===== config.mk =====
export PLATFORM = sky130hd
export DESIGN_NAME = tpc_clock
export DESIGN_NICKNAME = d
export VERILOG_FILES = /design/src/hdl/tpc_pkg.sv /design/src/hdl/tpc_sync.sv /design/src/hdl/tpc_ser.sv /design/src/hdl/tpc_clock.sv
export SDC_FILE = /design/constraint.sdc
export NUM_CORES = 1
export LEC_CHECK = 0
export BUFFER_PORTS_ARGS = -buffer_cell sky130_fd_sc_hd__buf_4
export CAP_MARGIN = 20
export CORE_UTILIZATION = 50
export CTS_CLUSTER_DIAMETER = 200
export DETAILED_ROUTE_END_ITERATION = 7
export PLACE_DENSITY = 0.75
export SLEW_MARGIN = 20
export SYNTH_ARGS = -nofsm -noshare
export SYNTH_HDL_FRONTEND = slang
export SYNTH_SLANG_ARGS = --single-unit

===== constraint.sdc =====
create_clock -name ref_clk -period 8.1 [get_ports ref_clk]
set_input_delay 0.81 -clock ref_clk [delete_from_list [all_inputs] [get_ports ref_clk]]
set_output_delay 0.81 -clock ref_clk [all_outputs]
set_load 0.02 [all_outputs]

===== src/hdl/tpc_pkg.sv =====
// Constants shared by the chained tick and time-of-day clock
package tpc_pkg;
  localparam int CLK_PERIOD_NS = 10;
  localparam int TB_PERIOD_NS = 400;
  localparam int TB_DIV = (TB_PERIOD_NS + CLK_PERIOD_NS - 1) / CLK_PERIOD_NS;
  localparam int TB_DIV_W = 6;
  localparam logic [TB_DIV_W-1:0] TB_LAST = TB_DIV_W'(TB_DIV - 1);
  localparam logic [TB_DIV_W-1:0] TB_HALF = TB_DIV_W'(TB_DIV / 2);

  localparam int ADDR_W = 9;
  localparam logic [ADDR_W-1:0] OFS_TICK_HIGH = 9'h000;
  localparam logic [ADDR_W-1:0] OFS_TICK_LOW = 9'h008;
  localparam logic [ADDR_W-1:0] OFS_TICK_STATUS = 9'h010;
  localparam logic [ADDR_W-1:0] OFS_TOD_SEC = 9'h100;
  localparam logic [ADDR_W-1:0] OFS_TOD_NSEC = 9'h108;
  localparam logic [ADDR_W-1:0] OFS_TOD_STATUS = 9'h110;

  localparam logic [31:0] NS_STEP = 32'h0000_0190;
  localparam logic [31:0] NS_PER_SEC = 32'h3b9a_ca00;
  localparam logic [63:0] TICK_RESET = 64'h0;
  localparam logic [31:0] TOD_RESET = 32'h0;
  localparam logic [31:0] ZERO_WORD = 32'h0;

  localparam int TOD_BITS = 64;
  localparam int BIT_CNT_W = 7;

  // Status word bit positions
  localparam int ST_MASTER = 0;
  localparam int ST_CLR_ACTIVE = 1;
  localparam int ST_CABLE_LVL = 2;
  localparam int ST_RX_VALID = 3;
  localparam int ST_BCAST_BUSY = 4;
  localparam int ST_MSI = 5;
  localparam int ST_IRQ = 6;
endpackage


===== src/hdl/tpc_sync.sv =====
// Two-flop synchroniser with rising and falling edge pulses
`timescale 1ns/1ps
module tpc_sync
  import tpc_pkg::*;
(
  input wire logic ref_clk,
  input wire logic nrst,
  input wire logic ce,
  input wire logic d,
  output logic q,
  output logic rise,
  output logic fall
);
  logic meta;
  logic s2;
  logic s3;
  logic next_meta;
  logic next_s2;
  logic next_s3;

  always_comb
  begin
    next_meta = meta;
    next_s2 = s2;
    next_s3 = s3;
    if (ce)
    begin
      next_meta = d;
      next_s2 = meta;
      next_s3 = s2;
    end
  end

  always_ff @(posedge ref_clk)
  begin
    if (!nrst)
    begin
      meta <= 1'b0;
      s2 <= 1'b0;
      s3 <= 1'b0;
    end
    else
    begin
      meta <= next_meta;
      s2 <= next_s2;
      s3 <= next_s3;
    end
  end

  // Edges look only at the second and third flops
  assign q = s2;
  assign rise = s2 & ~s3;
  assign fall = ~s2 & s3;
endmodule


===== src/hdl/tpc_ser.sv =====
// Serialiser that sends a 64-bit time-of-day frame, MSB first
`timescale 1ns/1ps
module tpc_ser
  import tpc_pkg::*;
(
  input wire logic ref_clk,
  input wire logic nrst,
  input wire logic ce,
  input wire logic start,
  input wire logic [63:0] load_val,
  input wire logic step,
  output logic bit_out,
  output logic frame
);
  logic [63:0] shreg;
  logic [BIT_CNT_W-1:0] left;
  logic [63:0] next_shreg;
  logic [BIT_CNT_W-1:0] next_left;

  always_comb
  begin
    next_shreg = shreg;
    next_left = left;
    if (ce)
    begin
      // Armed one extra step so the frame opens mid-period and every bit spans a full period
      if (start && left == '0)
      begin
        next_shreg = load_val;
        next_left = BIT_CNT_W'(TOD_BITS + 1);
      end
      else if (step && left != '0)
      begin
        if (left != BIT_CNT_W'(TOD_BITS + 1))
          next_shreg = {shreg[62:0], 1'b0};
        next_left = left - 1'b1;
      end
    end
  end

  always_ff @(posedge ref_clk)
  begin
    if (!nrst)
    begin
      shreg <= 64'h0;
      left <= '0;
    end
    else
    begin
      shreg <= next_shreg;
      left <= next_left;
    end
  end

  assign bit_out = shreg[63];
  assign frame = (left != '0) && (left != BIT_CNT_W'(TOD_BITS + 1));
endmodule


===== src/hdl/tpc_clock.sv =====
// Chained tick counter and seconds/nanoseconds time-of-day counter
`timescale 1ns/1ps
module tpc_clock
  import tpc_pkg::*;
(
  input wire logic ref_clk,
  input wire logic nrst,
  input wire logic ce,
  input wire logic is_master,
  input wire logic tick_clr_cmd,
  input wire logic tb_clk_in,
  input wire logic tick_clr_in,
  input wire logic tod_frame_in,
  input wire logic tod_bit_in,
  output logic tb_clk_out,
  output logic tick_clr_out,
  output logic tod_frame_out,
  output logic tod_bit_out,
  input wire logic [ADDR_W-1:0] reg_addr,
  input wire logic reg_rd,
  input wire logic reg_wr,
  input wire logic [31:0] reg_wdata,
  output logic [31:0] reg_rdata,
  output logic reg_rvalid,
  input wire logic msi_enable,
  input wire logic irq_event,
  input wire logic irq_ack,
  output logic msi_req,
  output logic inta_n
);
  function automatic logic [31:0] ns_add(input logic [31:0] ns);
    logic [31:0] sum;
    sum = ns + NS_STEP;
    if (sum >= NS_PER_SEC)
      ns_add = sum - NS_PER_SEC;
    else
      ns_add = sum;
  endfunction

  // Cable inputs, synchronised
  logic cab_clk;
  logic cab_clk_rise;
  logic cab_clr;
  logic cab_frm;
  logic cab_frm_fall;
  logic cab_bit;
  logic cab_bit_rise;
  logic cab_bit_fall;
  logic cab_frm_rise;
  logic cab_clr_rise;
  logic cab_clr_fall;
  logic cab_clk_fall;

  tpc_sync u_sync_clk (
    .ref_clk(ref_clk), .nrst(nrst), .ce(ce), .d(tb_clk_in),
    .q(cab_clk), .rise(cab_clk_rise), .fall(cab_clk_fall)
  );
  tpc_sync u_sync_clr (
    .ref_clk(ref_clk), .nrst(nrst), .ce(ce), .d(tick_clr_in),
    .q(cab_clr), .rise(cab_clr_rise), .fall(cab_clr_fall)
  );
  tpc_sync u_sync_frm (
    .ref_clk(ref_clk), .nrst(nrst), .ce(ce), .d(tod_frame_in),
    .q(cab_frm), .rise(cab_frm_rise), .fall(cab_frm_fall)
  );
  tpc_sync u_sync_bit (
    .ref_clk(ref_clk), .nrst(nrst), .ce(ce), .d(tod_bit_in),
    .q(cab_bit), .rise(cab_bit_rise), .fall(cab_bit_fall)
  );

  // Timebase
  logic [TB_DIV_W-1:0] div;
  logic [TB_DIV_W-1:0] next_div;
  logic tick;
  logic half;

  always_comb
  begin
    next_div = div;
    if (ce)
      next_div = (div == TB_LAST) ? '0 : div + 1'b1;
  end

  always_ff @(posedge ref_clk)
  begin
    if (!nrst)
      div <= '0;
    else
      div <= next_div;
  end

  // A slave never uses its own divider, so the whole chain shares one oscillator
  assign tick = is_master ? (div == TB_LAST) : cab_clk_rise;
  assign half = is_master ? (div == TB_HALF) : cab_clk_fall;

  // Counters
  logic [63:0] tick_cnt;
  logic [31:0] tod_sec;
  logic [31:0] tod_ns;
  logic clr_pend;
  logic [63:0] next_tick_cnt;
  logic [31:0] next_tod_sec;
  logic [31:0] next_tod_ns;
  logic next_clr_pend;
  logic clr_active;
  logic sec_roll;
  logic wr_sec;
  logic wr_ns;

  assign wr_sec = reg_wr && reg_addr == OFS_TOD_SEC;
  assign wr_ns = reg_wr && reg_addr == OFS_TOD_NSEC;
  assign clr_active = is_master ? clr_pend : cab_clr;
  assign sec_roll = tick && (tod_ns + NS_STEP >= NS_PER_SEC);

  always_comb
  begin
    next_tick_cnt = tick_cnt;
    next_tod_sec = tod_sec;
    next_tod_ns = tod_ns;
    next_clr_pend = clr_pend;
    if (ce)
    begin
      // Clear is held from the command until the next tick, so slaves see it for between one cycle and one full period
      if (is_master && tick_clr_cmd)
        next_clr_pend = 1'b1;
      else if (tick)
        next_clr_pend = 1'b0;
      if (!is_master)
        next_clr_pend = 1'b0;
      if (clr_active)
        next_tick_cnt = TICK_RESET;
      else if (tick)
        next_tick_cnt = tick_cnt + 64'h1;
      if (tick)
      begin
        next_tod_ns = ns_add(tod_ns);
        if (sec_roll)
          next_tod_sec = tod_sec + 32'h1;
      end
      // Host load wins over the tick in the same cycle
      if (wr_sec)
        next_tod_sec = reg_wdata;
      if (wr_ns)
        next_tod_ns = reg_wdata;
    end
  end

  always_ff @(posedge ref_clk)
  begin
    if (!nrst)
    begin
      tick_cnt <= TICK_RESET;
      tod_sec <= TOD_RESET;
      tod_ns <= TOD_RESET;
      clr_pend <= 1'b0;
    end
    else
    begin
      tick_cnt <= next_tick_cnt;
      tod_sec <= next_tod_sec;
      tod_ns <= next_tod_ns;
      clr_pend <= next_clr_pend;
    end
  end

  // Broadcast of the new time at each whole second
  logic ser_bit;
  logic ser_frame;
  logic bcast_start;

  assign bcast_start = is_master && sec_roll;

  tpc_ser u_ser (
    .ref_clk(ref_clk), .nrst(nrst), .ce(ce), .start(bcast_start),
    .load_val({tod_sec + 32'h1, ns_add(tod_ns)}), .step(half),
    .bit_out(ser_bit), .frame(ser_frame)
  );

  // Broadcast receiver, samples mid-bit on the timebase rising edge
  logic [63:0] rx_sh;
  logic rx_valid;
  logic [63:0] next_rx_sh;
  logic next_rx_valid;

  always_comb
  begin
    next_rx_sh = rx_sh;
    next_rx_valid = rx_valid;
    if (ce && !is_master)
    begin
      if (cab_frm && tick)
        next_rx_sh = {rx_sh[62:0], cab_bit};
      if (cab_frm_fall)
        next_rx_valid = 1'b1;
    end
  end

  always_ff @(posedge ref_clk)
  begin
    if (!nrst)
    begin
      rx_sh <= 64'h0;
      rx_valid <= 1'b0;
    end
    else
    begin
      rx_sh <= next_rx_sh;
      rx_valid <= next_rx_valid;
    end
  end

  // Cable outputs; a slave passes the chain on downstream
  logic next_tb_clk_out;
  logic next_tick_clr_out;
  logic next_tod_frame_out;
  logic next_tod_bit_out;

  always_comb
  begin
    next_tb_clk_out = tb_clk_out;
    next_tick_clr_out = tick_clr_out;
    next_tod_frame_out = tod_frame_out;
    next_tod_bit_out = tod_bit_out;
    if (ce)
    begin
      if (is_master)
      begin
        next_tb_clk_out = (div < TB_HALF);
        next_tick_clr_out = clr_pend;
        next_tod_frame_out = ser_frame;
        next_tod_bit_out = ser_bit;
      end
      else
      begin
        next_tb_clk_out = cab_clk;
        next_tick_clr_out = cab_clr;
        next_tod_frame_out = cab_frm;
        next_tod_bit_out = cab_bit;
      end
    end
  end

  always_ff @(posedge ref_clk)
  begin
    if (!nrst)
    begin
      tb_clk_out <= 1'b0;
      tick_clr_out <= 1'b0;
      tod_frame_out <= 1'b0;
      tod_bit_out <= 1'b0;
    end
    else
    begin
      tb_clk_out <= next_tb_clk_out;
      tick_clr_out <= next_tick_clr_out;
      tod_frame_out <= next_tod_frame_out;
      tod_bit_out <= next_tod_bit_out;
    end
  end

  // Interrupt signalling
  logic irq_pend;
  logic next_irq_pend;
  logic next_msi_req;
  logic next_inta_n;

  always_comb
  begin
    next_irq_pend = irq_pend;
    next_msi_req = 1'b0;
    next_inta_n = inta_n;
    if (ce)
    begin
      // A new event beats an acknowledge in the same cycle
      if (irq_event)
        next_irq_pend = 1'b1;
      else if (irq_ack)
        next_irq_pend = 1'b0;
      next_msi_req = msi_enable && irq_event;
      next_inta_n = ~(!msi_enable && next_irq_pend);
    end
    else
      next_msi_req = msi_req;
  end

  always_ff @(posedge ref_clk)
  begin
    if (!nrst)
    begin
      irq_pend <= 1'b0;
      msi_req <= 1'b0;
      inta_n <= 1'b1;
    end
    else
    begin
      irq_pend <= next_irq_pend;
      msi_req <= next_msi_req;
      inta_n <= next_inta_n;
    end
  end

  // Register window, one-cycle read latency
  logic [31:0] status;
  logic [31:0] low_snap;
  logic [31:0] next_low_snap;
  logic [31:0] next_rdata;
  logic next_rvalid;

  always_comb
  begin
    status = ZERO_WORD;
    status[ST_MASTER] = is_master;
    status[ST_CLR_ACTIVE] = clr_active;
    status[ST_CABLE_LVL] = cab_clk;
    status[ST_RX_VALID] = rx_valid;
    status[ST_BCAST_BUSY] = ser_frame;
    status[ST_MSI] = msi_enable;
    status[ST_IRQ] = irq_pend;
  end

  always_comb
  begin
    next_low_snap = low_snap;
    next_rdata = reg_rdata;
    next_rvalid = reg_rvalid;
    if (ce)
    begin
      next_rvalid = reg_rd;
      next_rdata = ZERO_WORD;
      if (reg_rd)
      begin
        case (reg_addr)
          OFS_TICK_HIGH:
          begin
            // Low half frozen so a high-then-low read pair is coherent
            next_rdata = tick_cnt[63:32];
            next_low_snap = tick_cnt[31:0];
          end
          OFS_TICK_LOW: next_rdata = low_snap;
          OFS_TICK_STATUS: next_rdata = status;
          OFS_TOD_SEC: next_rdata = tod_sec;
          OFS_TOD_NSEC: next_rdata = tod_ns;
          OFS_TOD_STATUS: next_rdata = status;
          default: next_rdata = ZERO_WORD;
        endcase
      end
    end
  end

  always_ff @(posedge ref_clk)
  begin
    if (!nrst)
    begin
      low_snap <= ZERO_WORD;
      reg_rdata <= ZERO_WORD;
      reg_rvalid <= 1'b0;
    end
    else
    begin
      low_snap <= next_low_snap;
      reg_rdata <= next_rdata;
      reg_rvalid <= next_rvalid;
    end
  end
endmodule


==> impl_metrics.toml <==
[clock_network]
h-tree-depth = 1
tritoncts = "done"
clk_path_buf_depth = 3
clk_latency_ps = 580
post_cts_buffers = 0
cts_resized = 0
cts_made_buffers = 31
cts_sinks = 289
cts_hold_repair.buffers = 0
clkTransAtPathRegs_ps = 60
root_buffer = "clkbuf_16"

[detailed_routing]
drtPass1Iterations = 8
wirelength_um = 45500
vias = 14110
post_drt_wl_per_cell_um = 19.9
drtIter0Drc = 1490
ant_nets = 0
routed_via_density = 6.18
drc = 0

[critical_path]
end_kind = "register"
cp-startpoint = "tod_ns[9]"
critPathMaxFanout = 33
cp_data_arrival_time_ps = 5780
crit_path_start_kind = "register"
r2r_start = "tod_ns[9]"
worstSetupPathType = "reg -> reg"
required_ps = 8570

[floorplan]
rows = 63
die_h_um = 175
core_area_um2 = 29600
die_w_um = 175
io_pins = 94
die_area_um2 = 30700
start_util_pct = 50.7

[sta]
finalHoldViolCount = 0
holdWs_ps = 452
slew_headroom_pct = 28.4
drv_slew = 0
finalSetupTns_ps = 0
max_freq_mhz = 188
worst_pin_slew_ps = 1070
setup_viol = 0
rsz0062_at_grt = "false"
setup_ws_ps = 2790
min_period_over_period_pct = 65.6
skew_ps = 31.8
period_needed_ps = 5310

[final_layout]
fin_nets = 1937
area_delta_synth_final_pct = 11.6
drive_above_1_share_pct = 11.7
antenna_cells = 0

[worst_hold_path]
worstHoldStart = "low_snap[28]"
min_path_type = "reg -> reg"

[global_routing]
grt.total_usage_pct = 29.1
busiest_layer = "met2"
use_met2_pct = 47.8
grt_pass1_wl_um = 70800
use_met3_pct = 3.76
antenna_found_initial = 0
grt_use_met1_pct = 38.3
grt.overflow.total = 0
grt_max_degree = 86
first_global_vias = 12876

[place]
io_buffer_count = 93
hpwlAfterDp_um = 32700
dpl_worst_slack_ps = 2980
place_congestion = 0.979

[outcome]
status = "finished clean"

[power]
p_sw_uw = 686
ir_worst_vdd_mv = 0.170
p_comb_share_pct = 4.7
share_seq_of_total_power_pct = 49.1
p_clk_share_pct = 46.2
swShare_pct = 23.4
power.leakage_uw = 0.00559
p_int_uw = 2240
power_density_nw_per_um2 = 175

[logic_synthesis]
yosys_warnings = 0
synthTopCellsByArea = "dfxtp_1, a21oi_1, nand2_1"
synth.top_cell.area_share_pct = 38.6
netlist_area_um2 = 15000
synth_ff_type = "dfxtp_1"
async_reset_ff_share_pct = 0
syn_area_per_cell_um2 = 8.02
synth.largest_area_cell = "dfxtp_1"
synth_cells = 1870
yosysSeqAreaShare_pct = 38.6
ys_ff_latch = 289
synth_edf_count = 0
synth_nets = 1934
ys_types = 79

[job]
max_cap_violations = 0
-- metal layers --
metal	wire length, µm	vias to the layer above
met2	21200	623
li1	-	6632
met4	2160	0
met3	3250	133
met1	18900	6722
met5	0	-
-- cells in the mapped netlist (all sizes together), types with 24 or more instances --
cell,count
dfxtp,289
nand2,234
nor2,211
a21oi,190
o21ai,134
nand3,97
clkbuf,91
xor2,76
xnor2,64
buf,50
nor3,50
a22oi,34
nand4,27
mux2i,26
and3,25
mux4,25
inv,24
-- power groups by stage --
| stage | registers (µW) | clock network, µW | logic, µW |
|---|---|---|---|
| after global routing | 1440 | 1430 | 144 |
| after detailed placement | 1470 | 0 | 134 |
| after floorplan | 1470 | 0 | 78.7 |
| after global placement | 1470 | 0 | 132 |
| final | 1440 | 1350 | 137 |
| after CTS | 1440 | 1370 | 135 |
-- path summary, 6_finish.rpt --
| kind | end | slack, ps | cells past startpoint |
|---|---|---|---|
| worst max-delay path | u_ser.shreg[56] | 2790 | 10 |
| worst min-delay path | low_snap[28] | 450 | 2 |
| worst max register to register | u_ser.shreg[56] | 2790 | 10 |
| worst min register to register | low_snap[28] | 450 | 2 |
-- sequential cells by signal (all words and copies together), names as in the netlist, 6 cells and up --
| name | flops |
|---|---|
| div | 6 |
| reg_rdata | 32 |
| tod_ns | 32 |
| tick_cnt | 64 |
| u_ser.shreg | 64 |
| tod_sec | 32 |
| u_ser.left | 7 |
| low_snap | 32 |
-- area by class of cell --
class                           instances  area [µm²]
Fill cell                            2738       12800
Multi-Input combinational cell       1416        8580
Sequential cell                       289        5790
Clock buffer                           44         905
Timing Repair Buffer                  111         833
Tap cell                              390         488
Inverter                               24        92.6
Clock inverter                          8        50.0
-- placed cells by master (no fill, tap or decap), types with 5 or more instances in the layout --
| master | count |
|---|---|
| dfxtp_1 | 289 |
| nand2_1 | 233 |
| nor2_1 | 209 |
| a21oi_1 | 188 |
| buf_4 | 111 |
| nand3_1 | 94 |
| o21ai_0 | 91 |
| xor2_1 | 76 |
| xnor2_1 | 64 |
| nor3_1 | 46 |
| o21ai_1 | 40 |
| a22oi_1 | 34 |
| clkbuf_16 | 31 |
| nand4_1 | 26 |
| mux2i_1 | 26 |
| and3_1 | 25 |
| mux4_2 | 25 |
| o211ai_1 | 23 |
| inv_1 | 22 |
| or3_1 | 22 |
| a211oi_1 | 17 |
| and4_1 | 13 |
| o22ai_1 | 12 |
| nor4_1 | 11 |
| a221oi_1 | 9 |
| ha_1 | 9 |
| o221ai_1 | 8 |
| clkbuf_8 | 8 |
| nand3b_1 | 7 |
| a31oi_1 | 7 |
| nor2b_1 | 6 |
| or2_2 | 5 |
| clkbuf_1 | 5 |
| clkinv_2 | 5 |
-- critical path, cell delays in order, from the launching register on --
cell,delay [ps]
dfxtp_1,590
nand4_2,260
or3_1,680
nor4_1,550
o22ai_1,200
o31a_1,320
o21ai_2,490
o2111ai_4,490
a21oi_4,750
nand2_2,550
o21ai_0,310
-- cell families (layout without fill, tap and decap cells) --
kind of cell,after synthesis,after routing,synth area share [%]
and+or+nand+nor,735,735,22.9
AOI/OAI and AO/OA,479,479,19.3
DFF,289,289,38.6
buffers and inverters,165,187,4.65
xor gates and xnor gates,140,140,8.18
muxes,53,53,5.64
adders and majority gates,9,9,0.751
-- stage by stage --
stage               instance area [µm²]  cells  total power [µW]  utilization [%]
finish                            16700   2282              2930             56.6
global route                      16700   2282              3010             56.6
CTS                               16700   2282              2940             56.6
detailed placement                15800   2230              1600             53.3
global placement                  15800   2230              1600             53.3
floorplan                         15000   1870              1550                -
Power figures use the tool's default switching activity.
